===== config.mk =====
export PLATFORM = sky130hd
export DESIGN_NAME = ctxm_tx_mailbox_ctrl
export DESIGN_NICKNAME = d
export VERILOG_FILES = /design/src/core/ctxm_pkg.sv /design/src/core/ctxm_code_mem.sv /design/src/core/ctxm_flag_bank.sv /design/src/core/ctxm_tx_mailbox_ctrl.sv
export VERILOG_INCLUDE_DIRS = /design/src /design/src/core
export SDC_FILE = /design/constraint.sdc
export NUM_CORES = 1
export LEC_CHECK = 0
export BUFFER_PORTS_ARGS = -buffer_cell sky130_fd_sc_hd__buf_2
export CAP_MARGIN = 40
export CORE_MARGIN = 4
export CORE_UTILIZATION = 60
export CTS_CLUSTER_SIZE = 14
export DETAILED_ROUTE_END_ITERATION = 10
export HOLD_SLACK_MARGIN = 0.15
export PLACE_DENSITY = 0.81
export SETUP_SLACK_MARGIN = 0.5
export SLEW_MARGIN = 25
export SYNTH_ARGS = -nofsm -noshare
export SYNTH_HDL_FRONTEND = slang
export SYNTH_SLANG_ARGS = --single-unit
export TNS_END_PERCENT = 100

===== constraint.sdc =====
create_clock -name clk -period 4 [get_ports clk]
set_clock_uncertainty 0.05 [all_clocks]
set_input_delay 0.4 -clock clk [delete_from_list [all_inputs] [get_ports clk]]
set_output_delay 0.4 -clock clk [all_outputs]
set_load 0.02 [all_outputs]

===== src/core/ctxm_map.svh =====
// constants for the transmit mailbox control block
`ifndef CTXM_MAP_SVH
`define CTXM_MAP_SVH
`define CTXM_NUM_MB       16
`define CTXM_MB_IDX_W     4
`define CTXM_CODE_W       4
`define CTXM_CODE_INACT0  4'h0
`define CTXM_CODE_INACT   4'h8
`define CTXM_CODE_ABORT   4'h9
`define CTXM_CODE_TX      4'hC
`define CTXM_CODE_ABORTED 4'h9
`define CTXM_CODE_SENT    4'h8
`define CTXM_RESCAN_CYC   1
`endif


===== src/core/ctxm_pkg.sv =====
// types for the transmit mailbox control block
package ctxm_pkg;
	typedef enum logic [1:0] {ST_IDLE, ST_SCAN, ST_SEND} ctxm_state_type;
endpackage : ctxm_pkg


===== src/core/ctxm_code_mem.sv =====
// mailbox code store with registered read port
`timescale 1ns/1ps
`default_nettype none
`include "ctxm_map.svh"
module ctxm_code_mem (
	// clock and reset
	input  wire logic                       clk,
	input  wire logic                       resetn,
	// write port
	input  wire logic                       wr_en,
	input  wire logic [`CTXM_MB_IDX_W-1:0]  wr_idx,
	input  wire logic [`CTXM_CODE_W-1:0]    wr_code,
	// read port
	input  wire logic [`CTXM_MB_IDX_W-1:0]  rd_idx,
	output logic      [`CTXM_CODE_W-1:0]    rd_code
);
	logic [`CTXM_CODE_W-1:0] mem_r [`CTXM_NUM_MB];
	logic [`CTXM_CODE_W-1:0] rd_r;
	// storage; all mailboxes start inactive
	always_ff @(posedge clk or negedge resetn) begin
		if (!resetn) begin
			for (int i = 0; i < `CTXM_NUM_MB; i++) mem_r[i] <= `CTXM_CODE_INACT0;
			rd_r <= `CTXM_CODE_INACT0;
		end else begin
			if (wr_en) mem_r[wr_idx] <= wr_code;
			rd_r <= mem_r[rd_idx];
		end
	end
	assign rd_code = rd_r;
endmodule : ctxm_code_mem
`default_nettype wire


===== src/core/ctxm_flag_bank.sv =====
// per-buffer completion flags with mask gating
`timescale 1ns/1ps
`default_nettype none
`include "ctxm_map.svh"
module ctxm_flag_bank (
	// clock and reset
	input  wire logic                    clk,
	input  wire logic                    resetn,
	// set and clear vectors, interrupt mask
	input  wire logic [`CTXM_NUM_MB-1:0] set_vec,
	input  wire logic [`CTXM_NUM_MB-1:0] clr_vec,
	input  wire logic [`CTXM_NUM_MB-1:0] mask,
	// state
	output logic      [`CTXM_NUM_MB-1:0] flags,
	output logic                         irq_any
);
	logic [`CTXM_NUM_MB-1:0] flag_r, flag_nxt;
	// set beats clear in the same cycle so no event is lost
	always_comb begin
		flag_nxt = (flag_r & ~clr_vec) | set_vec;
	end
	always_ff @(posedge clk or negedge resetn) begin
		if (!resetn) flag_r <= '0;
		else         flag_r <= flag_nxt;
	end
	assign flags   = flag_r;
	assign irq_any = |(flag_r & mask);
endmodule : ctxm_flag_bank
`default_nettype wire


===== src/core/ctxm_tx_mailbox_ctrl.sv =====
// transmit mailbox control: codes, abort handshake, flags and arbitration rescan
//
// Notes on behaviour
// - writing code zero deactivates a mailbox so it can be reconfigured
// - code twelve arms a mailbox for transmit in the next arbitration
// - abort code on an active mailbox requests abort of its pending frame
// - after an abort request the mailbox completion flag is set
// - a completion flag raises the interrupt only when its mask bit is set
// - after the flag, the readable code shows aborted or transmitted, unless a host write dropped its waiting sent code
// - with abort_enable low, inactive code deactivates silently; frame may still go
// - a transmit code written just before the scan is still caught and rescheduled
// - the old loss needed one armed mailbox and an idle bus afterwards
// - a control status write after intermission triggers a rescan
// - a frame start after intermission also triggers a fresh arbitration
`timescale 1ns/1ps
`default_nettype none
`include "ctxm_map.svh"
module ctxm_tx_mailbox_ctrl
	import ctxm_pkg::*;
(
	// clock and reset
	input  wire logic                        clk,
	input  wire logic                        resetn,
	// host code write
	input  wire logic                        cs_wr,
	input  wire logic [`CTXM_MB_IDX_W-1:0]   cs_idx,
	input  wire logic [`CTXM_CODE_W-1:0]     cs_code,
	// host flag clear and configuration
	input  wire logic [`CTXM_NUM_MB-1:0]     flag_clr,
	input  wire logic [`CTXM_NUM_MB-1:0]     buffer_int_mask,
	input  wire logic                        abort_enable,
	// code readback
	input  wire logic [`CTXM_MB_IDX_W-1:0]   rd_idx,
	output logic      [`CTXM_CODE_W-1:0]     rd_code,
	// bus engine side
	input  wire logic                        intermission_end,
	input  wire logic                        rx_frame_start,
	input  wire logic                        tx_done,
	input  wire logic                        tx_busy,
	output logic                             tx_req,
	output logic      [`CTXM_MB_IDX_W-1:0]   tx_idx,
	// status
	output logic      [`CTXM_NUM_MB-1:0]     buffer_done_flag,
	output logic                             irq,
	output logic                             rescan_pending
);
	ctxm_state_type state_r, state_nxt;
	logic [`CTXM_MB_IDX_W-1:0] scan_r, scan_nxt;
	logic [`CTXM_MB_IDX_W-1:0] sel_r, sel_nxt;
	logic                      found_r, found_nxt;
	logic [`CTXM_NUM_MB-1:0]   armed_r, armed_nxt;
	logic [`CTXM_NUM_MB-1:0]   abt_r, abt_nxt;
	logic                      pend_r, pend_nxt;
	logic                      tx_req_r, tx_req_nxt;
	logic [`CTXM_MB_IDX_W-1:0] tx_idx_r, tx_idx_nxt;
	logic                      irq_r;
	logic [`CTXM_NUM_MB-1:0]   set_vec, flags;
	logic                      irq_any;
	logic                      mem_wr;
	logic [`CTXM_MB_IDX_W-1:0] mem_idx;
	logic [`CTXM_CODE_W-1:0]   mem_code;
	logic                      last_scan;
	// sent-code write-back held while the host owns the memory write port
	logic                      done_live;
	logic                      hw_wr;
	logic [`CTXM_MB_IDX_W-1:0] hw_idx;
	logic                      wb_pend_r, wb_pend_nxt;
	logic [`CTXM_MB_IDX_W-1:0] wb_idx_r, wb_idx_nxt;

	// one-hot of a mailbox index
	function automatic logic [`CTXM_NUM_MB-1:0] onehot(input logic [`CTXM_MB_IDX_W-1:0] i);
		onehot = '0;
		onehot[i] = 1'b1;
	endfunction : onehot

	////////////////////////////////////////////////////////////////////////////
	// storage instances
	ctxm_code_mem u_mem (
		.clk     (clk),
		.resetn  (resetn),
		.wr_en   (mem_wr),
		.wr_idx  (mem_idx),
		.wr_code (mem_code),
		.rd_idx  (rd_idx),
		.rd_code (rd_code)
	);
	ctxm_flag_bank u_flags (
		.clk     (clk),
		.resetn  (resetn),
		.set_vec (set_vec),
		.clr_vec (flag_clr),
		.mask    (buffer_int_mask),
		.flags   (flags),
		.irq_any (irq_any)
	);

	////////////////////////////////////////////////////////////////////////////
	// code writes from host, and hardware code updates on completion
	// a completion only counts while the mailbox is still armed: inactivated ones stay silent
	assign done_live = tx_done && armed_r[tx_idx_r];
	always_comb begin
		armed_nxt   = armed_r;
		abt_nxt     = abt_r;
		set_vec     = '0;
		// sent-code write: a fresh completion first, else one left waiting from a busy port
		hw_wr       = done_live || wb_pend_r;
		hw_idx      = done_live ? tx_idx_r : wb_idx_r;
		wb_pend_nxt = done_live && wb_pend_r; // two at once: the older one keeps waiting
		wb_idx_nxt  = wb_idx_r;
		mem_wr      = hw_wr;
		mem_idx     = hw_idx;
		mem_code    = `CTXM_CODE_SENT;
		// frame finished: mailbox released, flag set unless it was inactivated on the wire
		if (tx_done) begin
			armed_nxt[tx_idx_r] = 1'b0;
			abt_nxt[tx_idx_r]   = 1'b0;
			if (done_live) set_vec = onehot(tx_idx_r);
		end
		if (cs_wr) begin
			// the host owns the single write port; a clashing sent-code write to another mailbox waits for a cycle with no host write.
			// limitation: a host write on top of two pending sent-codes drops the older one
			if (hw_wr && hw_idx != cs_idx) begin
				wb_pend_nxt = 1'b1;
				wb_idx_nxt  = hw_idx;
			end
			mem_wr   = 1'b1;
			mem_idx  = cs_idx;
			mem_code = cs_code;
			case (cs_code)
				`CTXM_CODE_TX: begin
					armed_nxt[cs_idx] = 1'b1;
					abt_nxt[cs_idx]   = 1'b0;
				end
				`CTXM_CODE_ABORT: begin
					if (abort_enable && armed_r[cs_idx]) begin
						// busy on the wire: abort lands after the frame ends
						if (tx_busy && tx_idx_r == cs_idx) begin
							abt_nxt[cs_idx] = 1'b1;
							mem_code = `CTXM_CODE_TX;
						end else begin
							armed_nxt[cs_idx] = 1'b0;
							set_vec[cs_idx]   = 1'b1;
							mem_code = `CTXM_CODE_ABORTED;
						end
					end
				end
				`CTXM_CODE_INACT: begin
					// silent: an in-flight frame may still go out
					armed_nxt[cs_idx] = 1'b0;
					abt_nxt[cs_idx]   = 1'b0;
				end
				`CTXM_CODE_INACT0: begin
					armed_nxt[cs_idx] = 1'b0;
					abt_nxt[cs_idx]   = 1'b0;
				end
				default: begin
					armed_nxt[cs_idx] = 1'b0;
					abt_nxt[cs_idx]   = 1'b0;
				end
			endcase
		end
	end

	////////////////////////////////////////////////////////////////////////////
	// arbitration scan: walks all mailboxes, lowest armed index wins
	assign last_scan = (scan_r == `CTXM_MB_IDX_W'(`CTXM_NUM_MB - 1));
	always_comb begin
		state_nxt  = state_r;
		scan_nxt   = scan_r;
		sel_nxt    = sel_r;
		found_nxt  = found_r;
		tx_req_nxt = 1'b0;
		tx_idx_nxt = tx_idx_r;
		pend_nxt   = pend_r;
		// any code write during the scan or at a frame boundary is remembered
		if (cs_wr) pend_nxt = 1'b1;
		if (intermission_end || rx_frame_start) pend_nxt = 1'b1;
		case (state_r)
			ST_IDLE: begin
				if (pend_r && !tx_busy) begin
					state_nxt = ST_SCAN;
					scan_nxt  = '0;
					found_nxt = 1'b0;
					pend_nxt  = cs_wr; // a write now still counts for a rescan
				end
			end
			ST_SCAN: begin
				if (armed_nxt[scan_r] && !found_r) begin
					found_nxt = 1'b1;
					sel_nxt   = scan_r;
				end
				if (last_scan) begin
					state_nxt = ST_IDLE;
					if (found_nxt) begin
						// drop the winner if it was disarmed this very cycle
						if (armed_nxt[found_r ? sel_r : scan_r]) begin
							tx_req_nxt = 1'b1;
							tx_idx_nxt = found_r ? sel_r : scan_r;
							state_nxt  = ST_SEND;
						end else begin
							pend_nxt = 1'b1;
						end
					end
				end else begin
					scan_nxt = scan_r + `CTXM_MB_IDX_W'(1);
				end
			end
			ST_SEND: begin
				if (tx_done) state_nxt = ST_IDLE;
			end
			default: state_nxt = ST_IDLE;
		endcase
	end

	////////////////////////////////////////////////////////////////////////////
	// registers
	always_ff @(posedge clk or negedge resetn) begin
		if (!resetn) begin
			state_r  <= ST_IDLE;
			scan_r   <= '0;
			sel_r    <= '0;
			found_r  <= 1'b0;
			armed_r  <= '0;
			abt_r    <= '0;
			pend_r   <= 1'b0;
			tx_req_r <= 1'b0;
			tx_idx_r <= '0;
			irq_r    <= 1'b0;
			wb_pend_r <= 1'b0;
			wb_idx_r  <= '0;
		end else begin
			state_r  <= state_nxt;
			scan_r   <= scan_nxt;
			sel_r    <= sel_nxt;
			found_r  <= found_nxt;
			armed_r  <= armed_nxt;
			abt_r    <= abt_nxt;
			pend_r   <= pend_nxt;
			tx_req_r <= tx_req_nxt;
			tx_idx_r <= tx_idx_nxt;
			irq_r    <= irq_any;
			wb_pend_r <= wb_pend_nxt;
			wb_idx_r  <= wb_idx_nxt;
		end
	end

	assign tx_req           = tx_req_r;
	assign tx_idx           = tx_idx_r;
	assign buffer_done_flag = flags;
	assign irq              = irq_r;
	assign rescan_pending   = pend_r;

	////////////////////////////////////////////////////////////////////////////
	// checks
	a_tx_arms_pend: assert property (@(posedge clk) disable iff (!resetn)
		cs_wr && cs_code == `CTXM_CODE_TX |=> pend_r || state_r == ST_SCAN)
		else $error("transmit code write not latched for rescan");
	a_abort_flags: assert property (@(posedge clk) disable iff (!resetn)
		cs_wr && cs_code == `CTXM_CODE_ABORT && abort_enable && armed_r[cs_idx] && !tx_busy && !tx_done
		|=> flags[$past(cs_idx)])
		else $error("abort did not set completion flag");
	a_irq_mask: assert property (@(posedge clk) disable iff (!resetn)
		irq |-> $past(|(flags & buffer_int_mask)))
		else $error("interrupt without masked flag");
	a_inact_silent: assert property (@(posedge clk) disable iff (!resetn)
		cs_wr && cs_code == `CTXM_CODE_INACT && !tx_done |=> !armed_r[$past(cs_idx)])
		else $error("inactive code left mailbox armed");
	a_deact_zero: assert property (@(posedge clk) disable iff (!resetn)
		cs_wr && cs_code == `CTXM_CODE_INACT0 |=> !armed_r[$past(cs_idx)])
		else $error("code zero did not deactivate");
	a_arm_tx: assert property (@(posedge clk) disable iff (!resetn)
		cs_wr && cs_code == `CTXM_CODE_TX |=> armed_r[$past(cs_idx)])
		else $error("transmit code did not arm mailbox");
	a_rx_rescan: assert property (@(posedge clk) disable iff (!resetn)
		rx_frame_start && state_r != ST_IDLE |=> pend_r)
		else $error("frame start did not schedule rescan");
	a_scan_bound: assert property (@(posedge clk) disable iff (!resetn)
		state_r == ST_IDLE && pend_r && !tx_busy |=> state_r == ST_SCAN ##16 state_r != ST_SCAN)
		else $error("scan length wrong");
	a_req_armed: assert property (@(posedge clk) disable iff (!resetn)
		tx_req |-> armed_r[tx_idx])
		else $error("request for unarmed mailbox");
	// completion, abort, write-back and interrupt bookkeeping
	a_abort_held: assert property (@(posedge clk) disable iff (!resetn)
		(abt_r & ~armed_r) == '0)
		else $error("abort remembered for an idle mailbox");
	a_done_flag: assert property (@(posedge clk) disable iff (!resetn)
		tx_done && armed_r[tx_idx] |=> flags[$past(tx_idx)])
		else $error("completion did not set flag");
	a_done_silent: assert property (@(posedge clk) disable iff (!resetn)
		tx_done && !armed_r[tx_idx] && !flags[tx_idx] && !(cs_wr && cs_idx == tx_idx) |=> !flags[$past(tx_idx)])
		else $error("inactivated mailbox flagged on completion");
	a_wb_drains: assert property (@(posedge clk) disable iff (!resetn)
		wb_pend_r && !cs_wr && !tx_done |=> !wb_pend_r)
		else $error("waiting sent code not written");
	a_irq_follow: assert property (@(posedge clk) disable iff (!resetn)
		(|(flags & buffer_int_mask)) |=> irq)
		else $error("masked flag raised no interrupt");
endmodule : ctxm_tx_mailbox_ctrl
`default_nettype wire


-- After elaboration in Yosys (flattened, before gate mapping)
Index checks and enable logic that the tools add are counted.
Widths: inputs -> output; s select.
- $add $sub $neg: 1
- multipliers: 0
- divide/modulo/power cells: 0
- $lt $le $gt $ge: 9
- eq/ne operators: 11
- shift-type cells: 0
- mux-type cells: 63
- bitwise logic cells: 12
- reduce and logical (&&, ||, !) cells: 23
- operators with widths (operator ; count):
    $mux 16 ; 10
    $and 16x16->16 ; 4
    $bwmux 64 ; 1
    $not 16->16 ; 3
    $or 16x16->16 ; 3
    $mux 4 ; 11
    $pmux 16 s2 ; 1
    $mux 1 ; 22
    $lt 4x5->1 const B ; 4
    $bmux 1 s4 ; 4
    $bmux 4 s4 ; 1
    $demux 4 s4 ; 1
    $reduce_or 16->1 ; 1
    $eq 4x4->1 const B ; 3
    $ge 5x5->1 const B ; 2
    $logic_and 1x1->1 ; 10
    $mux 2 ; 5
    $not 4->5 ; 2
    $demux 1 s4 ; 2
    $ge 4x1->1 const B ; 2
    $ne 2x2->1 const B ; 4
    $pmux 4 s2 ; 1
    $pmux 2 s3 ; 1
    $reduce_and 2->1 ; 3
    14 further kinds ; 18
- register bits: 123
- latch bits: 0
- bits in writable memories: 0
- memory bits (read-only): 0
- bits of input ports: 52
- output and inout bits: 27
- logic and storage cells: 148
- memories kept: 0

-- Longest topological paths before layout
- word-level depth: 20
- gate-level depth with buffers: 12
- mapped depth without buffers: 9

-- Cells and area by module
From an unflattened synthesis, not the netlist that was laid out.
- cell total of the unflattened synthesis: 669
- area, all modules: 7254.5 um2
- modules (own cells, without submodules) (module ; instances ; cells an instance ; area each (um2) ; sequential area each (um2)):
    ctxm_tx_mailbox_ctrl ; 1 ; 410 ; 3504.6 ; 975.9
    ctxm_code_mem ; 1 ; 202 ; 3067.9 ; 1701.6
    ctxm_flag_bank ; 1 ; 57 ; 681.9 ; 400.4

-- Least setup slack after synthesis
No wires, ideal clock.
- kind: register to register
- from: reg tx_idx_r[0], in the netlist tx_idx[0]
- to: reg u_mem.mem_r[20] in the netlist's numbering
- setup time: 125 ps
- arrival: 3209 ps
- data required time: 3825 ps
- path slack: 616 ps
- cell stages (with the launch flop): 11
- buffers on the path: 1
- period minus slack after synthesis: 3384 ps
- cells stage by stage: dfrtp_1 buf_2 mux4_2 mux4_2 nand2_2 mux2_2 mux2_2 inv_1 nand2_1 nor2_1 mux2_2
- longest elaborated chain between the ends: 11
- elaborated cells between the ends (all ways): 20
- classes of those cells: order compare (2); eq/ne (1); mux (12); bitwise (1); reduce/logical (4)
- RTL lines (item ; line ; RTL):
    from (decl) ; ctxm_tx_mailbox_ctrl.sv:55 ; logic [`CTXM_MB_IDX_W-1:0] tx_idx_r, tx_idx_nxt;
    from (signal assigned) ; ctxm_tx_mailbox_ctrl.sv:240 ; tx_idx_r <= tx_idx_nxt;
    $bmux 1 s4 ; ctxm_tx_mailbox_ctrl.sv:100 ; assign done_live = tx_done && armed_r[tx_idx_r];
    $mux 1 (not written as such) ; ctxm_tx_mailbox_ctrl.sv:100 ;
    $logic_and 1x1->1 ; ctxm_tx_mailbox_ctrl.sv:100 ;
    $mux 4 ; ctxm_tx_mailbox_ctrl.sv:107 ; hw_idx = done_live ? tx_idx_r : wb_idx_r;
    $mux 4 ; ctxm_tx_mailbox_ctrl.sv:119 ; if (cs_wr) begin
    $not 4->5 (not written as such) ; ctxm_code_mem.sv:25 ; if (wr_en) mem_r[wr_idx] <= wr_code;
    $ge 5x5->1 (not written as such) / $lt 5x1->1 (equally long branches) ; ctxm_code_mem.sv:25 ;
    $logic_and 1x1->1 (not written as such) ; ctxm_code_mem.sv:25 ;
    $mux 4 (not written as such) ; ctxm_code_mem.sv:25 ;
    $demux 4 s4 ; ctxm_code_mem.sv:25 ;
    $bwmux 64 ; ctxm_code_mem.sv:25 ;
    to (signal, indexed assignment) ; ctxm_code_mem.sv:25 ;
    to (decl) ; ctxm_code_mem.sv:17 ; logic [`CTXM_CODE_W-1:0] mem_r [`CTXM_NUM_MB];
Several ways; a longest one is shown, not always the timed one. The select of a mux whose other input is x is not followed.
A chain may end at the register's enable or synchronous reset.

-- Worst setup path in the final report
- from: reg tx_idx_r[0], in the netlist tx_idx[0]
- to: reg u_mem.mem_r[11] in the netlist's numbering
The elaborated chain is that of the path after synthesis.

==> reports/qor.txt <==
status = complete, no violations
Synth area leader = dfrtp_1
Root Driver = clkbuf_16
Least-Margin Pin Slew = 850 ps
chip height = 120 µm
Worst EP arrival = 3760 ps
total chip power = 0.00550 W
CTS tree = built
overflow left after global routing = 0
Iter 0 DRT Violations = 812
Yosys warnings = 0
top sig layer = met4
final hold vios = 0
fin crit share = 0.874
worst-path maximum fanout = 10
CTS H-Tree Depth = 4
unrepaired setup endpoints after global routing = yes
commonest non-fill, non-tap cell in the layout = dfrtp_1
Routability Congestion = 0.985
net count after synthesis = 748
cell area after synthesis = 7480 µm²
Yosys top cell area share = 0.412
drt first pass iters = 6
Max Fclk = 0.286 GHz
Worst path max stage delay = 590 ps
CP Class = reg -> reg
WL met3 = 2.60 mm
Max-Cap Viols = 0
# setup viols final = 0
count of flip-flops with a built-in enable after synthesis = 0
Core ar. = 12100 µm²
WHS = 157 ps
largest net degree at the start of global routing = 48
antenna violations before repair = 0
Final HPWL DP = 16.7 mm
port buffer count = 78
#FFs+latches synth = 123
overall global routing resource usage = 0.346
slew margin rel. = 0.433
ANT nets after route = 0
Clk Latency, worst-skew pair = 430 ps
Most used DFF post-synth = dfrtp_1
Slew Limit Fails = 0
initial core utilization = 0.618
drt total wl = 24.4 mm
most used cell, CP = mux4_2
M1 WL = 9.76 mm
Clock Sinks = 123
FFs w/ async S/R, synth = 1.00
Critical Path RT = 4260 ps
WP buf/inv = 1
row count = 40
TritonCTS Buffers = 17
wire per inst = 25.5 µm
Area growth syn-to-layout = 19.1%
CP Cell Sequence = mux4_2 -> mux4_2 -> nand2_2 -> buf_4 -> nor2_1 -> a21oi_1 -> o21a_2 -> nand2_1 -> nor2_4 -> mux2_2
Seq/Total Area, Yosys = 0.412
area of the die = 14300 µm²
met2 wire len = 11.3 mm
first-pass GRT wire length = 37.6 mm
layout cells sized above 1 = 0.368
DRC viols = 0
Worst-path clk slew = 60 ps
Avg Cell Area, Syn = 10.8 µm²
crit end category = register
IO Pins = 79
Syn Inst Count = 695
fin util = 0.735
n_diodes = 0
P per Cell Area = 617 nW/µm²
Final TNS setup = 0 ps
Tmin final = 3500 ps
vias in the first global route = 6550
die width = 120 µm
DP Worst Slack = 261 ps
CP startpoint kind = register
cell family with most CP delay = multiplexers
Unique masters post-synth = 79
leakage power = 3.82 nW
VDD IR max = 538 µV
fin worst setup slack = 504 ps
most frequent cells in the layout = dfrtp_1, buf_2, mux2_2
Final #Nets = 829
vias per cell = 6.95
synth top area cells = dfrtp_1, mux2_2, mux4_2
Hold Crit Class = in -> reg
CP max stage cell = mux4_2
Max Root-Sink Buffers = 2
Vias = 6655
[repair_timing]
item,in CTS,in global routing
pin swaps,0,4
setup buffers,0,1
resized for setup,4,28
endpoints found under the hold margin,34,0
hold buffers,3,0
setup endpoints to repair,62,65
[layer usage]
metal,up-vias,track usage
met5,-,0
met4,0,0.125
met3,84,0.0975
met2,453,0.532
met1,3295,0.472
li1,2823,-
[path summary, 6_finish.rpt]
kind | start | slack [ps] | depth (start not counted) | end
min in group asynchronous | resetn | 430 | 2 | wb_idx_r[1]
setup / recovery | tx_idx[0] | 500 | 10 | u_mem.mem_r[11]
max in group asynchronous | resetn | 2540 | 4 | tx_idx[0]
hold reg to reg | u_mem.mem_r[39] | 450 | 1 | u_mem.mem_r[39]
hold / removal | flag_clr[6] | 160 | 2 | u_flags.flags[6]
setup reg to reg | tx_idx[0] | 500 | 10 | u_mem.mem_r[11]
[state kept, by name, indices dropped and copies added (netlist names), 4 cells and up]
| name | cells |
|---|---|
| u_mem.mem_r | 64 |
| tx_idx | 4 |
| scan_r | 4 |
| armed_r | 16 |
| u_flags.flags | 16 |
| u_mem.rd_code | 4 |
| sel_r | 4 |
| wb_idx_r | 4 |
[cell usage after synthesis (5+ instances only)]
cell type / number
a21o_1: 7
nand3b_1: 6
a31oi_1: 11
nor2b_1: 5
nor2_1: 29
mux2i_1: 5
a211oi_1: 5
a31o_2: 5
a22o_1: 7
a221oi_1: 5
o21ai_0: 30
nand4_1: 7
a21oi_1: 16
clkbuf_1: 23
buf_2: 12
nand3_1: 36
and3_1: 7
o221ai_1: 13
and2_1: 5
buf_1: 5
inv_1: 24
nand2b_1: 20
mux4_2: 29
nor2_2: 6
a311oi_1: 5
o21a_1: 14
o21ai_1: 5
nand2_1: 52
a2bb2oi_1: 5
mux2_2: 72
dfrtp_1: 123
nor3_1: 13
[worst register-to-register path, stage by stage (launching register included)]
cell and delay, ps:
dfrtp_2 490, mux4_2 590, mux4_2 520, nand2_2 180
buf_4 210, nor2_1 60, a21oi_1 240, o21a_2 280
nand2_1 190, nor2_4 220, mux2_2 360
[layout make-up]
| cell class | instances | area, µm² |
|---|---|---|
| multi-input cells | 504 | 4230 |
| fillers | 831 | 3200 |
| flip-flops and latches | 123 | 3080 |
| repair buffers | 106 | 636 |
| clock buffers | 21 | 480 |
| well taps | 168 | 210 |
| clock inverters | 11 | 179 |
| inverters | 24 | 90.1 |
[logic make-up after synthesis]
kind of cell	Yosys count	share of synthesized area
buffers and inverters	68	0.0401
muxes	111	0.212
DFF	123	0.412
adders and majority gates	1	0.00167
AOI/OAI and AO/OA	171	0.169
xor gates and xnor gates	8	0.0104
and+or+nand+nor	213	0.155
[where the power goes]
part | internal [W] | switching (W) | total, W
clock | 0.00112 | 0.000596 | 0.00171
sequential | 0.00158 | 0.000358 | 0.00194
combinational | 0.000812 | 0.00104 | 0.00185
total | 0.00351 | 0.00199 | 0.00550
[through the flow]
| stage | cells | cell area (µm²) |
|---|---|---|
| after floorplan | 695 | 7480 |
| after global placement | 919 | 8050 |
| after detailed placement | 921 | 8080 |
| after CTS | 956 | 8780 |
| after global routing | 957 | 8910 |
| final | 957 | 8910 |
(Power assumes the default switching activity.)
